File: src/sbd_pkg.sv
/*
  Constants for the sixteen channel digital I/O port: register offsets,
  field positions and reset values.
  Assumes a plain register port with byte offsets and 16-bit data.
*/
// Operation
// - Sixteen channels form two groups of eight, each group wholly input or wholly output.
// - The high direction bit rules channels 15..8 and the low bit channels 7..0; 1 means input.
// - The direction register at offset 2A is read/write with its bits at 4 and 0, the rest zero.
// - A write to offset 28 loads the 16-bit output value, bit 0 for channel 0.
// - A read of offset 28 returns the 16 channel levels, channel 0 in bit 0.
// - Channels set as output read back the level being driven.
`default_nettype none
package sbd_pkg;
  localparam int unsigned ADDR_W = 8;
  localparam int unsigned DATA_W = 16;
  localparam int unsigned BYTE_W = 8;
  localparam logic [7:0] OFS_DIO_DATA = 8'h28;
  localparam logic [7:0] OFS_DIO_CFG = 8'h2A;
  localparam int unsigned POS_HIGH_DIR = 4;
  localparam int unsigned POS_LOW_DIR = 0;
  localparam logic [15:0] RST_OUT_DATA = 16'h0000;
  // All inputs after reset so nothing is driven before software decides
  localparam logic RST_DIR = 1'b1;
  localparam logic [15:0] ZERO_WORD = 16'h0000;
endpackage
`default_nettype wire

File: src/sbd_dio_port.sv
/*
  Sixteen channel digital I/O port with byte-wise direction control.
  Assumes synchronous pin inputs and a master that never overlaps strobes.
*/
// Chosen here: the address-and-strobe port.
`timescale 1ns/1ps
`default_nettype none
module sbd_dio_port
(
  // Clock and reset
  input wire logic clk,
  input wire logic rst,
  input wire logic clk_en,
  // Register port
  input wire logic [sbd_pkg::ADDR_W-1:0] reg_addr,
  input wire logic [sbd_pkg::DATA_W-1:0] reg_wdata,
  input wire logic reg_wr,
  input wire logic reg_rd,
  output logic [sbd_pkg::DATA_W-1:0] reg_rdata,
  // Channel pins
  input wire logic [sbd_pkg::DATA_W-1:0] dio_in,
  output logic [sbd_pkg::DATA_W-1:0] dio_out,
  output logic [sbd_pkg::DATA_W-1:0] dio_oe
);
  import sbd_pkg::*;

  // Byte groups in the port; the loop below builds one lane per group
  localparam int unsigned BYTE_COUNT = DATA_W / BYTE_W;
  // Only the two direction fields read back, every other bit is zero
  localparam logic [DATA_W-1:0] CFG_READ_MASK =
    (DATA_W'(1'b1) << POS_HIGH_DIR) | (DATA_W'(1'b1) << POS_LOW_DIR);

  typedef struct packed {
    logic [DATA_W-1:0] output_latch_bits;
    logic high_byte_direction;
    logic low_byte_direction;
    logic [DATA_W-1:0] rdata;
  } sbd_state_type;

  sbd_state_type state_reg;
  sbd_state_type state_next;
  logic [DATA_W-1:0] input_sample_bits;
  logic [BYTE_COUNT-1:0] byte_is_in;
  // Decoded strobes; offsets outside the map hit nothing
  logic wr_data_hit;
  logic wr_cfg_hit;
  logic rd_data_hit;
  logic rd_cfg_hit;
  logic [DATA_W-1:0] cfg_read_word;

  ////////////////////////////////////////////////////////////////////////
  // Per-byte pin drive and read-back selection
  assign byte_is_in = {state_reg.high_byte_direction, state_reg.low_byte_direction};
  genvar g;
  generate
    for (g = 0; g < BYTE_COUNT; g++)
    begin : g_byte
      assign dio_oe[g*BYTE_W +: BYTE_W] = {BYTE_W{~byte_is_in[g]}};
      assign dio_out[g*BYTE_W +: BYTE_W] = byte_is_in[g] ? ZERO_WORD[BYTE_W-1:0]
                                          : state_reg.output_latch_bits[g*BYTE_W +: BYTE_W];
      // output byte reads back driven value
      assign input_sample_bits[g*BYTE_W +: BYTE_W] = byte_is_in[g] ? dio_in[g*BYTE_W +: BYTE_W]
                                          : state_reg.output_latch_bits[g*BYTE_W +: BYTE_W];
    end
  endgenerate

  ////////////////////////////////////////////////////////////////////////
  // Address decode; the master never raises both strobes at once
  assign wr_data_hit = reg_wr && (reg_addr == OFS_DIO_DATA);
  assign wr_cfg_hit = reg_wr && (reg_addr == OFS_DIO_CFG);
  assign rd_data_hit = reg_rd && (reg_addr == OFS_DIO_DATA);
  assign rd_cfg_hit = reg_rd && (reg_addr == OFS_DIO_CFG);

  always_comb
  begin
    cfg_read_word = ZERO_WORD;
    cfg_read_word[POS_HIGH_DIR] = state_reg.high_byte_direction;
    cfg_read_word[POS_LOW_DIR] = state_reg.low_byte_direction;
  end

  ////////////////////////////////////////////////////////////////////////
  // Next state: register writes and read data
  always_comb
  begin
    state_next = state_reg;
    // Read data is a one-cycle pulse while clk_en stays high, zero unless a read was taken
    state_next.rdata = ZERO_WORD;
    if (wr_data_hit)
    begin
      state_next.output_latch_bits = reg_wdata;
    end
    if (wr_cfg_hit)
    begin
      state_next.high_byte_direction = reg_wdata[POS_HIGH_DIR];
      state_next.low_byte_direction = reg_wdata[POS_LOW_DIR];
    end
    if (rd_data_hit)
    begin
      state_next.rdata = input_sample_bits;
    end
    else if (rd_cfg_hit)
    begin
      state_next.rdata = cfg_read_word;
    end
  end

  ////////////////////////////////////////////////////////////////////////
  // State register; clock enable freezes everything but reset, which loads even with clk_en low
  always_ff @(posedge clk)
  begin
    if (rst)
    begin
      state_reg.output_latch_bits <= RST_OUT_DATA;
      state_reg.high_byte_direction <= RST_DIR;
      state_reg.low_byte_direction <= RST_DIR;
      state_reg.rdata <= ZERO_WORD;
    end
    else if (clk_en)
      state_reg <= state_next;
  end

  // Read data stands in the cycle after the strobe, and holds longer while clk_en is low
  assign reg_rdata = state_reg.rdata;

  ////////////////////////////////////////////////////////////////////////
  // Assertions; quiet while reset is high

  a_input_no_drive: assert property (@(posedge clk) disable iff (rst)
    state_reg.low_byte_direction |-> dio_oe[BYTE_W-1:0] == ZERO_WORD[BYTE_W-1:0])
    else $error("input low byte drives pins");

  a_high_no_drive: assert property (@(posedge clk) disable iff (rst)
    state_reg.high_byte_direction |-> dio_oe[DATA_W-1:BYTE_W] == ZERO_WORD[BYTE_W-1:0])
    else $error("input high byte drives pins");

  a_input_out_zero: assert property (@(posedge clk) disable iff (rst)
    (dio_out & ~dio_oe) == ZERO_WORD)
    else $error("undriven line shows data");

  a_out_drive: assert property (@(posedge clk) disable iff (rst)
    (dio_out & dio_oe) == (state_reg.output_latch_bits & dio_oe))
    else $error("output byte drives wrong level");

  a_high_dir_oe: assert property (@(posedge clk) disable iff (rst)
    dio_oe[DATA_W-1:BYTE_W] == {BYTE_W{~state_reg.high_byte_direction}})
    else $error("high byte enable mismatch");

  a_low_dir_oe: assert property (@(posedge clk) disable iff (rst)
    dio_oe[BYTE_W-1:0] == {BYTE_W{~state_reg.low_byte_direction}})
    else $error("low byte enable mismatch");

  a_data_write: assert property (@(posedge clk) disable iff (rst)
    (clk_en && wr_data_hit && !state_reg.low_byte_direction)
    |=> dio_out[BYTE_W-1:0] == $past(reg_wdata[BYTE_W-1:0]))
    else $error("written output not driven");

  a_data_write_hi: assert property (@(posedge clk) disable iff (rst)
    (clk_en && wr_data_hit && !state_reg.high_byte_direction)
    |=> dio_out[DATA_W-1:BYTE_W] == $past(reg_wdata[DATA_W-1:BYTE_W]))
    else $error("written high byte not driven");

  a_cfg_write: assert property (@(posedge clk) disable iff (rst)
    (clk_en && wr_cfg_hit)
    |=> state_reg.high_byte_direction == $past(reg_wdata[POS_HIGH_DIR])
    && state_reg.low_byte_direction == $past(reg_wdata[POS_LOW_DIR]))
    else $error("direction write not taken");

  a_cfg_readback: assert property (@(posedge clk) disable iff (rst)
    (clk_en && wr_cfg_hit) ##1 (clk_en && rd_cfg_hit)
    |=> reg_rdata == ($past(reg_wdata, 2) & CFG_READ_MASK))
    else $error("config read back wrong");

  // Unmapped write ignored
  a_unmapped_write: assert property (@(posedge clk) disable iff (rst)
    (clk_en && reg_wr && !wr_data_hit && !wr_cfg_hit)
    |=> state_reg.output_latch_bits == $past(state_reg.output_latch_bits)
    && dio_oe == $past(dio_oe))
    else $error("unmapped write changed state");

  // Unmapped read zero
  a_unmapped_read: assert property (@(posedge clk) disable iff (rst)
    (clk_en && reg_rd && !rd_data_hit && !rd_cfg_hit) |=> reg_rdata == ZERO_WORD)
    else $error("unmapped read not zero");

  a_data_readin: assert property (@(posedge clk) disable iff (rst)
    (clk_en && rd_data_hit && state_reg.low_byte_direction
     && state_reg.high_byte_direction) |=> reg_rdata == $past(dio_in))
    else $error("input levels not returned");

  a_out_readback: assert property (@(posedge clk) disable iff (rst)
    (clk_en && rd_data_hit && !state_reg.low_byte_direction
     && !state_reg.high_byte_direction) |=> reg_rdata == $past(state_reg.output_latch_bits))
    else $error("driven level not read back");

  a_mixed_readback: assert property (@(posedge clk) disable iff (rst)
    (clk_en && rd_data_hit && !state_reg.low_byte_direction
     && state_reg.high_byte_direction)
    |=> reg_rdata == {$past(dio_in[DATA_W-1:BYTE_W]),
                      $past(state_reg.output_latch_bits[BYTE_W-1:0])})
    else $error("low driven byte not read back");

  a_mixed_hi_readback: assert property (@(posedge clk) disable iff (rst)
    (clk_en && rd_data_hit && state_reg.low_byte_direction
     && !state_reg.high_byte_direction)
    |=> reg_rdata == {$past(state_reg.output_latch_bits[DATA_W-1:BYTE_W]),
                      $past(dio_in[BYTE_W-1:0])})
    else $error("high driven byte not read back");

  a_byte_uniform: assert property (@(posedge clk) disable iff (rst)
    dio_oe[BYTE_W-1:0] == {BYTE_W{dio_oe[0]}}
    && dio_oe[DATA_W-1:BYTE_W] == {BYTE_W{dio_oe[BYTE_W]}})
    else $error("byte direction not uniform");

  // Read data one pulse
  a_rdata_idle: assert property (@(posedge clk) disable iff (rst)
    (clk_en && !reg_rd) |=> reg_rdata == ZERO_WORD)
    else $error("read data outside read cycle");

  // Clock enable freeze, read data included
  a_freeze_hold: assert property (@(posedge clk) disable iff (rst)
    !clk_en |=> state_reg == $past(state_reg))
    else $error("state moved while frozen");

  // Main scenarios reached
  c_mixed_dir: cover property (@(posedge clk) disable iff (rst)
    state_reg.high_byte_direction && !state_reg.low_byte_direction);
  c_all_out: cover property (@(posedge clk) disable iff (rst)
    !state_reg.high_byte_direction && !state_reg.low_byte_direction && reg_rd);
  c_wr_then_rd: cover property (@(posedge clk) disable iff (rst)
    wr_data_hit ##1 rd_data_hit);
  c_freeze_write: cover property (@(posedge clk) disable iff (rst)
    !clk_en && reg_wr);
  c_unmapped_hit: cover property (@(posedge clk) disable iff (rst)
    reg_wr && !wr_data_hit && !wr_cfg_hit);
endmodule // sbd_dio_port
`default_nettype wire

File: config.mk
export PLATFORM = sky130hd
export DESIGN_NAME = sbd_dio_port
export DESIGN_NICKNAME = d
export VERILOG_FILES = /design/src/sbd_pkg.sv /design/src/sbd_dio_port.sv
export SDC_FILE = /design/constraint.sdc
export NUM_CORES = 1
export LEC_CHECK = 0
export ABC_AREA = 1
export BUFFER_PORTS_ARGS = -buffer_cell sky130_fd_sc_hd__buf_2
export CELL_PAD_IN_SITES_DETAIL_PLACEMENT = 1
export CELL_PAD_IN_SITES_GLOBAL_PLACEMENT = 2
export CORE_ASPECT_RATIO = 1.4
export CORE_MARGIN = 10
export CORE_UTILIZATION = 21
export DETAILED_ROUTE_END_ITERATION = 6
export PLACE_DENSITY = 0.74
export SLEW_MARGIN = 20
export SYNTH_ARGS = -nofsm -noshare
export SYNTH_HDL_FRONTEND = slang
export SYNTH_SLANG_ARGS = --single-unit
File: constraint.sdc
create_clock -name clk -period 1.21 [get_ports clk]
set_clock_uncertainty 0.15 [all_clocks]
set_input_delay 0.242 -clock clk [delete_from_list [all_inputs] [get_ports clk]]
set_output_delay 0.242 -clock clk [all_outputs]
set_load 0.02 [all_outputs]
-- Word level (Yosys, flattened, before mapping)
Cells that the tools add are included.
- flip-flop bits (word level): 34
- output and inout bits: 48
- logic and storage cells: 20
- equal/unequal tests: 2
- mux-type cells: 6
- bitwise gates (word level): 2
- reduce and logical (&&, ||, !) cells: 6
- operator list (cell ; number):
    $mux 8 ; 4
    $eq 8x6->1 const B ; 2
    $mux 16 ; 1
    $mux 5 ; 1
    $logic_and 1x1->1 ; 4
    $reduce_and 2->1 ; 2
    $not 1->1 ; 2

-- Depth between registers and ports, before layout
Gate-level depths: netlist (run 1).
- depth in word-level cells: 4
- gate-level depth with buffers: 8
- depth with buffers taken out: 7

-- Worst setup path after synthesis (run 1)
OpenSTA, ideal clock, no wires.
- kind: register to output
- start: reg state_reg, in the netlist byte_is_in[1]
- end: out dio_oe[10] (netlist bit)
- arrival time: 1044 ps
- data required time: 818 ps
- path slack: -226 ps
- stages on the path, launching flop included: 5
- path through: dfxtp_1 > buf_2 > buf_2 > inv_1 > buf_4
- longest elaborated chain between the ends: 1
- RTL lines (element ; line ; source):
    from (decl) ; sbd_dio_port.sv:40 ; sbd_state_type state_reg;
    from (signal assigned) ; sbd_dio_port.sv:119 ; state_reg <= state_next;
    $not 1->1 ; sbd_dio_port.sv:58 ; assign dio_oe[g*BYTE_W +: BYTE_W] = {BYTE_W{~byte_is_in[g]}};
    to (decl) ; sbd_dio_port.sv:23 ; output logic [sbd_pkg::DATA_W-1:0] dio_oe
No other way between the ends.

-- Worst setup path after layout (run 1)
- start: reg state_reg, in the netlist byte_is_in[1]
- end: out dio_out[8] (netlist bit)
- longest elaborated chain between the ends: 1
- RTL lines (element ; line ; source):
    $mux 8 ; sbd_dio_port.sv:59 ; assign dio_out[g*BYTE_W +: BYTE_W] = byte_is_in[g] ? ZERO_WORD[BYTE_W-1:0]
    to (decl) ; sbd_dio_port.sv:22 ; output logic [sbd_pkg::DATA_W-1:0] dio_out,
No other way between the ends.

==> run metrics, run 1 <==
status=finished with violations; violated checks=setup timing; first-pass GRT wire length=10800 µm; vias in the first global route=2177; global placement routability congestion=0.802; fmax=0.680 GHz; GRT overflow=0; fill cell count=1158; row count=42; core area=0.00941 mm²; Syn Std Cell Area=0.00201 mm²; DIE WIDTH=103 µm; Area growth, synth to finish=55.3%; most common cell after layout, fill and taps aside=buf_2; Leak=1.52 nW; hold buffer count at CTS=0; dpl ws=-0.251 ns; Synth Register Bits=34; crit-path max FO=9; initial antenna violation count=0; # port buffers=92; crit end category=output port; largest family of logic cells by synthesized area=simple AND/OR/NAND/NOR gates; Synth Area in Compound Gates=0.138; worst hold path type=in -> reg; Clk pin slew, worst setup/hold paths=0.05 ns; Yosys cell types=21; worst slew pin tran=0.273 ns; post-layout net count=420; CTS Buf Count=5; minimum clock period=1.47 ns; Final ANT Viol Nets=0; Final period util=1.22; critical path required time=0.82 ns; Clk Tree Root Cell=clkbuf_16; fin worst setup slack=-0.262 ns; Longest Clk Path Bufs=2; Seq/Total Area, Yosys=0.338; die footprint=0.0140 mm²; Synth Area in Simple Gates=0.308; Final HPWL DP=5230 µm; TritonCTS clock tree=built; RSZ-0062 raised after global routing=true; Antenna Cells=0; worst-skew pair later-pin latency=0.27 ns; YS warnings=0; Slew headroom=0.818; share of layout cells above drive strength 1=0.535; DR pass1 iterations=4; Slew Limit Fails=0; critical path class=reg -> out; drt wl/cell=14.4 µm; initial DRC count=61; DR vias/cell=4.14; drt total wl=7010 µm; DRC Markers=0; CTS Sinks=34; Initial Util=0.214; Fin. Hold Viols=0; setup_tns=-8.16 ns; DR vias=2010; Critical Path AT=1.08 ns; Startpoint Class=register; MaxCap Viol Count=0; Syn Area/Cell=6.88 µm²; # setup viols final=46; Synth Area in Adders=0; post-synthesis mux area share=0; synthesized net count=338; commonest cells after routing, fill and taps aside=buf_2, nand2_1, nor2_1, dfxtp_1, buf_6; Hold WS=0.0338 ns; die height=136 µm; FF-to-FF setup slack=-0.09 ns; total global-route track usage=0.0970; cell count after synthesis=293; io pins=93; largest net degree at the start of global routing=33; VDD IR max=0.000522 V; PD cells=877 mW/mm²; Post-Synth XOR/XNOR Area=0; # H-tree levels=2
==> layout make-up <==
class	count	area, µm²	area share
Sequential cell	34	689	0.220
Timing Repair Buffer	119	928	0.297
Inverter	28	115	0.0368
Clock inverter	1	5.00	0.00160
Multi-Input combinational cell	185	1100	0.350
Timing Repair inverter	2	15.0	0.00480
Clock buffer	7	143	0.0456
Tap cell	110	138	0.0440
==> worst max-delay path, stage by stage, from the launching register on <==
cell     delay, ns
dfxtp_4       0.40
buf_12        0.16
nor2_2        0.10
buf_4         0.14
==> metal layers <==
| metal | up-vias | wire length, µm | GRT usage |
|---|---|---|---|
| li1 | 1031 | - | - |
| met1 | 928 | 2810 | 0.109 |
| met2 | 44 | 3730 | 0.173 |
| met3 | 7 | 347 | 0.0249 |
| met4 | 0 | 121 | 0.0302 |
| met5 | - | 0 | 0 |
==> power by group <==
group	total, mW	internal (mW)	switching, mW
Combinational	0.334	0.143	0.190
Sequential	1.15	1.14	0.0119
Clock	1.26	0.815	0.443
Total	2.75	2.10	0.645
==> stage by stage <==
step	utilization	cell area [µm²]	cells	total power, mW
floorplan	-	2120	293	1.38
global placement	0.263	2470	462	1.49
detailed placement	0.263	2470	462	1.50
CTS	0.307	2890	477	2.79
global route	0.333	3130	486	2.89
finish	0.333	3130	486	2.75
==> Yosys cell counts, drive strengths merged <==
cell | number | area, µm²
buf | 41 | 308
nand3 | 2 | 10.0
a21oi | 16 | 118
nand2 | 72 | 310
nor2 | 57 | 254
nand4 | 5 | 46.3
o21ai | 32 | 160
clkbuf | 6 | 22.5
inv | 28 | 105
dfxtp | 34 | 681
==> cell families (layout without fill, tap and decap cells) <==
kind of cell | after synthesis | in the layout
simple gates | 136 | 137
compound gates | 48 | 48
buf+inv | 75 | 157
flops | 34 | 34
==> what timing repair did <==
action | in CTS | in global routing
pin swaps | 9 | 14
setup endpoints to repair | 43 | 53
buffers inserted | 6 | 10
gates resized for setup | 70 | 55
cloned | 2 | 2
==> path summary, 6_finish.rpt <==
kind                               from                         end  cells past startpoint
min                        reg_wdata[5]  state_reg[23]$_SDFFE_PP0P_                      3
max reg2reg  byte_is_in[1]$_SDFFE_PP1P_  reg_rdata[12]$_SDFFE_PP0P_                      5
min reg2reg  reg_rdata[15]$_SDFFE_PP0P_  reg_rdata[15]$_SDFFE_PP0P_                      2
max          byte_is_in[1]$_SDFFE_PP1P_                  dio_out[8]                      3
Power figures use the tool's default switching activity.
==> run 2, diff against run 1 <==
--- a/config.mk
+++ b/config.mk
@@ -11,9 +11,10 @@
 export CELL_PAD_IN_SITES_GLOBAL_PLACEMENT = 2
 export CORE_ASPECT_RATIO = 1.4
 export CORE_MARGIN = 10
-export CORE_UTILIZATION = 21
+export CORE_UTILIZATION = 25
 export DETAILED_ROUTE_END_ITERATION = 6
-export PLACE_DENSITY = 0.74
+export GPL_ROUTABILITY_DRIVEN = 0
+export PLACE_DENSITY = 0.82
 export SLEW_MARGIN = 20
 export SYNTH_ARGS = -nofsm -noshare
 export SYNTH_HDL_FRONTEND = slang
==> constraint.sdc (replaced) <==
create_clock -name clk -period 1.8 [get_ports clk]
set_clock_uncertainty 0.15 [all_clocks]
set_input_delay 0.36 -clock clk [delete_from_list [all_inputs] [get_ports clk]]
set_output_delay 0.36 -clock clk [all_outputs]
set_load 0.02 [all_outputs]
==> run 2 against run 1 <==
Against the previous run:
- highest routed layer unchanged
- core utilization decreased by 2.2 points
- worst hold slack better by 0.12 ns
- the flow now finishes without violations
- largest cell class unchanged
- clock power is 44% lower
==> run metrics, run 2 (same netlist as run 1, synthesis figures left out) <==
status=completed; initial antenna violation count=0; critical path required time=1.29 ns; DIE WIDTH=95.9 µm; # H-tree levels=2; CTS Sinks=34; worst slew pin tran=0.354 ns; Area growth, synth to finish=20.3%; Placed Instances=443; io pins=93; share of layout cells above drive strength 1=0.383; Slew headroom=0.761; MaxCap Viol Count=0; VDD IR max=0.000344 V; worst-skew pair later-pin latency=0.28 ns; PD cells=691 mW/mm²; GRT overflow=0; hold buffer count at CTS=0; core area=0.00780 mm²; initial DRC count=50; TritonCTS clock tree=built; Non-Filler Instances=450; row count=38; fmax=0.599 GHz; most common cell after layout, fill and taps aside=buf_2; post-layout net count=395; drt wl/cell=13.4 µm; Final period util=0.928; Clk pin slew, worst setup/hold paths=0.07 ns; post-route cell area=0.00242 mm²; Psw=0.387 mW; vias in the first global route=1927; die height=126 µm; total power=1.68 mW; Initial Util=0.258; Final ANT Viol Nets=0; first-pass GRT wire length=9870 µm; Startpoint Class=register; Antenna Cells=0; CTS Buf Count=5; largest net degree at the start of global routing=33; setup_tns=0 ns; CP top delay family=flip-flops; Critical Path AT=1.16 ns; CP cell instances=buf_6, nor2_1, buf_2; critical path class=reg -> out; final core occ=0.311; commonest cells after routing, fill and taps aside=buf_2, nand2_1, nor2_1, dfxtp_1, o21ai_0; switching share of power=0.231; DR vias=1822; DRC Markers=0; Combinational Power Share=0.113; total global-route track usage=0.103; Fin. Hold Viols=0; part of the power in registers=0.464; Longest Clk Path Bufs=2; drt total wl=6050 µm; Crit-path slowest cell=dfxtp_1; Leak=1.34 nW; Slew Limit Fails=0; Post-CTS Setup Bufs=0; dpl ws=0.186 ns; DR pass1 iterations=4; fin worst setup slack=0.129 ns; CP Buf/Inv Count=2; # port buffers=92; worst hold path type=in -> reg; design internal power=1.29 mW; clock network fraction of design power=0.423; Worst path max stage delay=0.43 ns; Hold WS=0.151 ns; # setup viols final=0; crit-path max FO=21; minimum clock period=1.67 ns; crit end category=output port; RSZ-0062 raised after global routing=false; Final HPWL DP=5000 µm; DR vias/cell=4.05; Clk Tree Root Cell=clkbuf_8; Cell Area, Placed=0.00231 mm²; die footprint=0.0121 mm²
-- run 2: cell types whose count changed in the layout (fill, tap and decap cells not counted), moves of 5 or more --
cell / previous run / this run
nor2_4: 16 / 1
nand2_1: 51 / 58
inv_1: 20 / 26
buf_6: 28 / 1
buf_2: 67 / 92
buf_12: 5 / 0
buf_4: 16 / 4
o21ai_0: 15 / 27
clkbuf_16: 5 / 0
o21ai_2: 7 / 0
clkbuf_8: 1 / 6
nor2_1: 37 / 54
-- run 2: repair_timing --
action                     CTS  global route
gates resized for setup      0             1
setup endpoints to repair    0             5
hold endpoints to repair     0             0
-- run 2: final cells by class --
type                       instances  area (µm²)
sequential                        34         681
timing repair buffer              97         502
tap                              100         125
clock buffer                       6        82.6
clock inverter                     1        30.0
multi-input combinational        184         898
fill                            1038        5370
inverter                          28         105
-- run 2: tightest hold or removal path: cells and delay by family --
kind | cells | cell delay (ns)
and+or+nand+nor | 2 | 0.11
buffers and inverters | 1 | 0.07
-- run 2: worst paths after layout --
check	startpoint	endpoint	slack, ns	cells past startpoint
max reg2reg	byte_is_in[0]$_SDFFE_PP1P_	reg_rdata[7]$_SDFFE_PP0P_	0.50	4
max	byte_is_in[0]$_SDFFE_PP1P_	dio_out[2]	0.13	3
min reg2reg	reg_rdata[15]$_SDFFE_PP0P_	reg_rdata[15]$_SDFFE_PP0P_	0.36	2
min	reg_wdata[7]	state_reg[25]$_SDFFE_PP0P_	0.15	3
-- run 2: metal layers --
layer / up-vias / track usage / share of wire
met1: 801 / 0.117 / 0.41
met2: 36 / 0.178 / 0.54
met4: 0 / 0.0453 / 0.015
met5: - / 0 / 0
li1: 979 / - / -
met3: 6 / 0.0208 / 0.034
-- run 2: power groups by stage --
stage	sequential, mW	clock, mW	combinational, mW
floorplan	0.793	0	0.130
global placement	0.794	0	0.192
detailed placement	0.795	0	0.195
CTS	0.778	0.741	0.196
global route	0.780	0.762	0.214
finish	0.778	0.708	0.190
